**src/verilog/pwm_pkg.sv**
```systemverilog
// Shared constants for the pulse-width generator
package pwm_pkg;
    localparam int ADDR_W = 4;
    localparam logic [3:0] HIGH_PHASE_OFS = 4'h0;
    localparam logic [3:0] LOW_PHASE_OFS = 4'h4;
    localparam logic [3:0] CONFIG_OFS = 4'h8;
    localparam int LEN_W = 16;
    localparam logic [15:0] HIGH_PHASE_RST = 16'h0000;
    localparam logic [15:0] LOW_PHASE_RST = 16'hFFFF;
    localparam logic [6:0] CONFIG_RST = 7'h00;
    localparam int CFG_ENABLE_BIT = 0;
    localparam int CFG_SLOW_SEL_BIT = 1;
    localparam int CFG_INVERT_BIT = 2;
    localparam int CFG_PREDIV_LSB = 3;
    localparam int CFG_PREDIV_MSB = 6;
    // Source rates in kHz
    localparam int MCLK_KHZ = 20000;
    localparam int FAST_TICK_KHZ = 48000;
    localparam int SLOW_TICK_KHZ = 100;
    // Fast source exceeds mclk here, so it ticks every cycle
    localparam int FAST_DIV = (FAST_TICK_KHZ >= MCLK_KHZ) ? 1 : MCLK_KHZ / FAST_TICK_KHZ;
    localparam int SLOW_DIV = (MCLK_KHZ / SLOW_TICK_KHZ < 1) ? 1 : MCLK_KHZ / SLOW_TICK_KHZ;
    typedef enum logic [1:0] {ST_OFF, ST_ON_PHASE, ST_OFF_PHASE} phase_state_t;
endpackage

```
**src/verilog/tick_divider.sv**
```systemverilog
// Enable-pulse divider producing one pulse every DIV cycles
`timescale 1ns/1ps
`default_nettype none
module tick_divider
#(
    parameter int DIV = 200
)
(
    input wire logic mclk,
    input wire logic rst,
    input wire logic run,
    output logic tick
);
    localparam int CW = (DIV > 1) ? $clog2(DIV) : 1;
    localparam logic [CW-1:0] LAST = CW'(DIV - 1);
    logic [CW-1:0] cnt_q;
    logic [CW-1:0] cnt_d;

    // Elaboration check: a zero or negative divide cannot be served
    if (DIV < 1) begin : g_bad_div
        $error("tick_divider: DIV must be at least 1");
    end

    // Wraps at LAST; held in reset while not running
    assign tick = run && (cnt_q == LAST);
    assign cnt_d = tick ? '0 : cnt_q + CW'(1);

    // Counter
    always_ff @(posedge mclk) begin
        if (rst || !run) begin
            cnt_q <= '0;
        end else begin
            cnt_q <= cnt_d;
        end
    end
endmodule
`default_nettype wire

```
**src/verilog/prescaler.sv**
```systemverilog
// Divides the selected tick by the pre-divider value plus one
`timescale 1ns/1ps
`default_nettype none
module prescaler
(
    input wire logic mclk,
    input wire logic rst,
    input wire logic run,
    input wire logic src_tick,
    input wire logic [3:0] prediv,
    output logic tick
);
    logic [3:0] cnt_q;
    logic [3:0] cnt_d;
    logic at_end;

    // Zero value bypasses: every source tick passes
    assign at_end = (cnt_q >= prediv);
    assign tick = run && src_tick && at_end;
    assign cnt_d = at_end ? 4'h0 : cnt_q + 4'h1;

    // Counts source ticks
    always_ff @(posedge mclk) begin
        if (rst || !run) begin
            cnt_q <= 4'h0;
        end else if (src_tick) begin
            cnt_q <= cnt_d;
        end
    end
endmodule
`default_nettype wire

```
**src/verilog/pwm_output_generator.sv**
```systemverilog
// Pulse-width generator with register port and phase counter
//
// Contract
// - Low-phase value n gives n+1 ticks of off time; resets to FFFF.
// - Low-phase value zero holds the output full on.
// - Pre-divider divides the selected source by value plus one.
// - Pre-divider zero passes every source tick to the counter.
// - Invert bit set makes the on state drive low; resets clear.
// - Source-select one picks the slow tick, zero the fast tick.
// - Clearing enable resets counters and forces the off state.
// - While disabled the output sits at the inactive level.
// - Phase-length registers ignore enable and stay readable and writable.
// - Disabled generator stops the counter logic to save power.
// - High-phase value n gives n+1 ticks of on time.
// - High zero with low nonzero holds the output full off.
// - New lengths wait in holding registers until all bytes land and the off phase ends; full on or disabled takes them at once.
// - Fast source is 48 MHz, slow source 100 kHz; the fast tick here runs at mclk, 20 MHz.
//
// Local design decision: the address-and-strobe port.
`timescale 1ns/1ps
`default_nettype none
module pwm_output_generator
import pwm_pkg::*;
(
    input wire logic mclk,
    input wire logic rst,
    input wire logic [ADDR_W-1:0] addr,
    input wire logic [31:0] wdata,
    input wire logic [3:0] wbe,
    input wire logic wr,
    input wire logic rd,
    output logic [31:0] rdata,
    output logic pwm_out
);
    // Active and holding phase lengths
    logic [15:0] high_len_q;
    logic [15:0] low_len_q;
    logic [15:0] hold_high_q;
    logic [15:0] hold_low_q;
    logic [3:0] hold_full_q;
    logic [6:0] cfg_q;
    logic [15:0] cnt_q;
    logic [15:0] cnt_d;
    phase_state_t state_q;
    phase_state_t state_d;
    logic [31:0] rdata_q;
    logic out_q;

    // Decode
    logic wr_high;
    logic wr_low;
    logic wr_cfg;
    logic enable;
    logic invert;
    logic slow_sel;
    logic [3:0] prediv;
    logic fast_tick;
    logic slow_tick;
    logic src_tick;
    logic tick;
    logic full_on;
    logic full_off;
    logic [3:0] hold_full_d;
    logic [3:0] hold_set;
    logic hold_ready;
    logic low_done;
    logic do_load;
    logic on_level;
    logic [31:0] rd_mux;

    // Register select, shared by write and read decode
    function automatic logic addr_hit(input logic [ADDR_W-1:0] a, input logic [ADDR_W-1:0] ofs);
        return a == ofs;
    endfunction

    logic sel_high;
    logic sel_low;
    logic sel_cfg;

    // Offset match, one wire per register
    assign sel_high = addr_hit(addr, ADDR_W'(HIGH_PHASE_OFS));
    assign sel_low = addr_hit(addr, ADDR_W'(LOW_PHASE_OFS));
    assign sel_cfg = addr_hit(addr, ADDR_W'(CONFIG_OFS));

    // Write strobes per register; unmapped writes fall through
    assign wr_high = wr && sel_high;
    assign wr_low = wr && sel_low;
    assign wr_cfg = wr && sel_cfg;

    // Configuration fields
    assign enable = cfg_q[CFG_ENABLE_BIT];
    assign invert = cfg_q[CFG_INVERT_BIT];
    assign slow_sel = cfg_q[CFG_SLOW_SEL_BIT];
    assign prediv = cfg_q[CFG_PREDIV_MSB:CFG_PREDIV_LSB];

    // Tick sources, idle while disabled
    tick_divider #(.DIV(FAST_DIV)) u_fast (
        .mclk(mclk),
        .rst(rst),
        .run(enable && !slow_sel),
        .tick(fast_tick)
    );
    tick_divider #(.DIV(SLOW_DIV)) u_slow (
        .mclk(mclk),
        .rst(rst),
        .run(enable && slow_sel),
        .tick(slow_tick)
    );
    assign src_tick = slow_sel ? slow_tick : fast_tick;

    prescaler u_pre (
        .mclk(mclk),
        .rst(rst),
        .run(enable),
        .src_tick(src_tick),
        .prediv(prediv),
        .tick(tick)
    );

    // Special cases of the active lengths
    assign full_on = (low_len_q == 16'h0000);
    assign full_off = (high_len_q == 16'h0000) && !full_on;

    // Byte tracking of the holding registers
    // Lanes written this cycle; bits 1:0 high length, 3:2 low length
    assign hold_set = (wr_high ? {2'b00, wbe[1:0]} : 4'h0)
        | (wr_low ? {wbe[1:0], 2'b00} : 4'h0);
    assign hold_full_d = hold_full_q | hold_set;
    assign hold_ready = (hold_full_q == 4'hF);
    assign low_done = (state_q == ST_OFF_PHASE) && tick && (cnt_q == 16'h0000);
    assign do_load = hold_ready && (full_on || low_done || !enable);

    // Phase sequencer
    always_comb begin
        state_d = state_q;
        cnt_d = cnt_q;
        if (!enable || full_on || full_off) begin
            state_d = ST_OFF;
            cnt_d = 16'h0000;
        end else if (state_q == ST_OFF) begin
            state_d = ST_ON_PHASE;
            cnt_d = high_len_q;
        end else if (tick) begin
            if (cnt_q != 16'h0000) begin
                cnt_d = cnt_q - 16'h0001;
            end else if (state_q == ST_ON_PHASE) begin
                state_d = ST_OFF_PHASE;
                cnt_d = low_len_q;
            end else begin
                state_d = ST_ON_PHASE;
                cnt_d = do_load ? hold_high_q : high_len_q;
            end
        end
    end

    // On level follows invert off level while disabled
    assign on_level = enable && (full_on || state_d == ST_ON_PHASE);
    assign pwm_out = out_q;

    // Read decode, reserved bits zero
    // Reads return the active lengths, never the holding copies
    assign rd_mux = sel_high ? {16'h0000, high_len_q} :
                    sel_low ? {16'h0000, low_len_q} :
                    sel_cfg ? {25'h0000000, cfg_q} : 32'h00000000;
    assign rdata = rdata_q;

    // Configuration register
    always_ff @(posedge mclk) begin
        if (rst) begin
            cfg_q <= CONFIG_RST;
        end else if (wr_cfg && wbe[0]) begin
            cfg_q <= wdata[6:0];
        end
    end

    // Holding registers, per byte lane
    always_ff @(posedge mclk) begin
        if (rst) begin
            hold_high_q <= HIGH_PHASE_RST;
            hold_low_q <= LOW_PHASE_RST;
        end else begin
            if (wr_high && wbe[0]) hold_high_q[7:0] <= wdata[7:0];
            if (wr_high && wbe[1]) hold_high_q[15:8] <= wdata[15:8];
            if (wr_low && wbe[0]) hold_low_q[7:0] <= wdata[7:0];
            if (wr_low && wbe[1]) hold_low_q[15:8] <= wdata[15:8];
        end
    end

    // Transfer to active registers; marks holding empty
    always_ff @(posedge mclk) begin
        if (rst) begin
            high_len_q <= HIGH_PHASE_RST;
            low_len_q <= LOW_PHASE_RST;
            hold_full_q <= 4'h0;
        end else if (do_load) begin
            high_len_q <= hold_high_q;
            low_len_q <= hold_low_q;
            hold_full_q <= hold_set; // Bytes landing now stay pending
        end else begin
            hold_full_q <= hold_full_d;
        end
    end

    // Sequencer state
    always_ff @(posedge mclk) begin
        if (rst) begin
            state_q <= ST_OFF;
            cnt_q <= 16'h0000;
        end else begin
            state_q <= state_d;
            cnt_q <= cnt_d;
        end
    end

    // Output pin, registered so the pin never glitches
    always_ff @(posedge mclk) begin
        if (rst) begin
            out_q <= 1'b0;
        end else begin
            out_q <= on_level ^ invert;
        end
    end

    // Read data, standing only in the cycle after the strobe
    always_ff @(posedge mclk) begin
        if (rst) begin
            rdata_q <= 32'h00000000;
        end else begin
            rdata_q <= rd ? rd_mux : 32'h00000000;
        end
    end
endmodule
`default_nettype wire

```
**config.mk**
```make
export PLATFORM = sky130hd
export DESIGN_NAME = pwm_output_generator
export DESIGN_NICKNAME = d
export VERILOG_FILES = /design/src/verilog/pwm_pkg.sv /design/src/verilog/tick_divider.sv /design/src/verilog/prescaler.sv /design/src/verilog/pwm_output_generator.sv
export SDC_FILE = /design/constraint.sdc
export NUM_CORES = 1
export LEC_CHECK = 0
export BUFFER_PORTS_ARGS = -buffer_cell sky130_fd_sc_hd__buf_2
export CAP_MARGIN = 20
export CORE_MARGIN = 2
export CORE_UTILIZATION = 27
export DETAILED_ROUTE_END_ITERATION = 8
export PLACE_DENSITY = 0.51
export SLEW_MARGIN = 20
export SYNTH_ARGS = -nofsm -noshare
export SYNTH_HDL_FRONTEND = slang
export SYNTH_SLANG_ARGS = --single-unit
```
**constraint.sdc**
```tcl
create_clock -name mclk -period 6.18 [get_ports mclk]
set_clock_uncertainty 0.2 [all_clocks]
set_input_delay 1.236 -clock mclk [delete_from_list [all_inputs] [get_ports mclk]]
set_output_delay 1.236 -clock mclk [all_outputs]
set_load 0.005 [all_outputs]
```
==> metrics.md <==
| Metric | Value |
|---|---|
| Outcome | `finished clean` |
| Count of max-cap constraint violations | `0` |
| Worst skew pair latency | `0.42 ns` |
| # nets final | `764` |
| IO buf count | `42` |
| Critical Path RT | `6.28 ns` |
| Post-route ant nets | `0` |
| Syn Area/Cell | `8.610 um^2` |
| DP Worst Slack | `roughly 2.6 ns` |
| Yosys Warn Count | `0` |
| Core ar. | `21620 um^2` |
| Post-DP HPWL | `11310 um` |
| Synth Cell Area | `5898 um^2` |
| Fin. Hold Viols | `0` |
| Achievable frequency | `~0.28 GHz` |
| Layout cell share with drive strength beyond 1 | `0.1338` |
| Crit path capture type | `flop` |
| Ys async rst share | `0` |
| Ports | `77` |
| Initial antenna violation count | `0` |
| Worst Path Arrival | `3.69 ns` |
| Slew Limit Headroom | `0.4228` |
| Pleak | `2.804 nW` |
| Final Max Tran Viols | `0` |
| Clock sink count | `roughly 120` |
| Synth cell count leaders | `dfxtp_1, nor2_1, nand2_1, mux2i_1, a21oi_1` |
| Crit start category | `flop` |
| Residual DRC | `0` |
| Peak VDD IR | `158.8 uV` |
| DR vias/cell | `slightly below 5` |
| H-Tree Depth | `4` |
| Post-synth cell types | `69` |
| TritonCTS clock tree | `built` |
| GRT Resource Usage Total | `0.1414` |
| Final WS setup | `2.595 ns` |
| Unrepaired setup endpoints after global routing | `false` |
| GPL Wtd Cong | `0.8269` |
| Vias in the first global route | `~4600` |
| Number of synthesized flops with an enable pin | `0` |
| Diode count | `0` |
| Fill cells | `2300` |
| Cell count after synthesis | `between 600 and 700` |
| Register area share after synthesis | `0.4175` |
| TritonRoute pass-1 iters | `5` |
| Top FF cell, synth | `dfxtp_1` |
| Clock transition at path regs | `0.06 ns` |
| Synth top area cells | `dfxtp_1, mux2i_1, nor2_1` |
| Hold-fix buffers, CTS | `0` |
| Post-CTS Setup Repair Bufs | `0` |
| Fin crit period | `between 3 and 4 ns` |
| Die width | `between 150 and 200 um` |
| Worst-path maximum fanout | `11` |
| Synthesized flop and latch total | `123` |
| CTS resizes | `0` |
| Routed wire per std cell | `16.26 um` |
| Area grow syn2layout | `16.93%` |
| Slew @ Worst Pin | `around 0.86 ns` |
| Die Height | `151.8 um` |
| Initial core utilization | `0.2728` |
| GR Overflow Total | `0` |
| Rows | `54` |
| Hold Crit Class | `flop to flop` |
| Most frequent cell after synthesis | `dfxtp_1` |
| DRT iter0 DRCs | `300` |
| Post-synth top area share | `0.4175` |
| Period Utilization, post-route | `0.5802` |
| CP Class | `flop to flop` |
| Final WL | `16350 um` |
| Die ar. | `23040 um^2` |
| Design Power | `1.913 mW` |
| First-pass GRT wire length | `25900 um` |
| PD cells | `277.4 nW/um^2` |
| CTS Root Cell | `clkbuf_16` |
| Final setup viols | `0` |
| Pin count of the biggest net entering global routing | `81` |
| Yosys top cell by area | `dfxtp_1` |
| Total negative slack | `0 ns` |
| TritonCTS buffer count | `17` |
| Vias | `4928` |
| Maximum clock path buffer count | `2` |
where the power goes:
part	total [mW]	switching, mW	internal, mW	leakage (nW)
registers	0.799	0.00224	0.797	0.993
logic	0.0529	0.0330	0.0200	1.51
clock network	1.06	0.367	0.693	0.302
path summary, 6_finish.rpt:
kind	start	endpoint	slack, ns	cells after the start
worst max-delay path	cnt_q[0]	pwm_out	2.59	9
worst min-delay path	u_slow.cnt_q[0]	u_slow.cnt_q[0]	0.24	1
worst max register to register	cnt_q[0]	pwm_out	2.59	9
worst min register to register	u_slow.cnt_q[0]	u_slow.cnt_q[0]	0.24	1
state kept, by name (all words and copies together) (netlist names), 2 cells and up:
register and count:
cnt_q 16, cfg_q 7, hold_full_q 4, state_q 2, high_len_q 16, hold_low_q 16
low_len_q 16, rdata 16, hold_high_q 16, u_slow.cnt_q 8, u_pre.cnt_q 4
layout make-up:
type | instances | area, um^2 | share of cell area
sequential | 123 | 2462 | 0.3570
inverter | 9 | 33.78 | 0.004898
clock inverter | 11 | 167.7 | 0.02431
clock buffer | 20 | 456.7 | 0.06622
multi-input combinational | 516 | 3186 | 0.4619
timing repair buffer | 46 | 240.2 | 0.03483
tap | 280 | 350.3 | 0.05080
cell usage in the layout, fill, tap and decap left out, types with 6 or more instances in the layout:
cell       synthesis  routed
conb_1             1      17
a211o_1            9       9
nor3_1            17      17
nor2_1           106     106
o21ai_0            7       7
o221ai_1          10      10
xor2_1             8       8
nor4_1            12      12
buf_2              5      42
nand2_1           74      74
nand2b_1          12      12
inv_1              9       9
a21oi_1           43      43
nand4_1            6       6
nand3_1           10      10
nor2b_1           11      11
nand3b_1          20      20
or3_1              7       7
dfxtp_1          123     123
xnor2_1            7       7
ha_1               7       7
clkbuf_16          0      17
mux2i_1           51      51
per-stage QoR:
step                      hold slack, ns  cell area, um^2  utilization  std cells
after floorplan                   0.2130             5958            -        701
after global placement            0.2275             6272       0.2901        974
after detailed placement          0.2330             6272       0.2901        974
after CTS                         0.2442             6897       0.3190       1005
after global routing              0.2619             6897       0.3190       1005
final                             0.2379             6897       0.3190       1005
critical path, cell delays in order, from the launching register on:
cell	delay [ns]
dfxtp_1	0.34
inv_1	0.08
ha_1	0.19
nor3b_1	0.59
nand3_1	0.33
nor2_1	0.70
nand2_1	0.24
o211ai_1	0.29
a21boi_1	0.17
mux2_1	0.33
cell families (layout without fill, tap and decap cells):
family,Yosys count,in the layout,share of synthesized area
flops,123,123,0.4175
compound gates,113,113,0.1337
xor+xnor,15,15,0.02227
mux,53,53,0.09100
simple gates,311,311,0.2675
fa+ha+maj,7,7,0.01485
other cells,1,17,0.0006358
buf+inv,62,86,0.05261
metal layers:
layer | vias up | wire (um) | track usage
li1 | 2457 | - | -
met2 | 124 | 7519 | 0.2250
met4 | 0 | 382 | 0.05830
met5 | - | 0 | 0
met1 | 2324 | 7767 | 0.1885
met3 | 23 | 676 | 0.02710
Note: power is estimated with default switching activity, not from simulation.
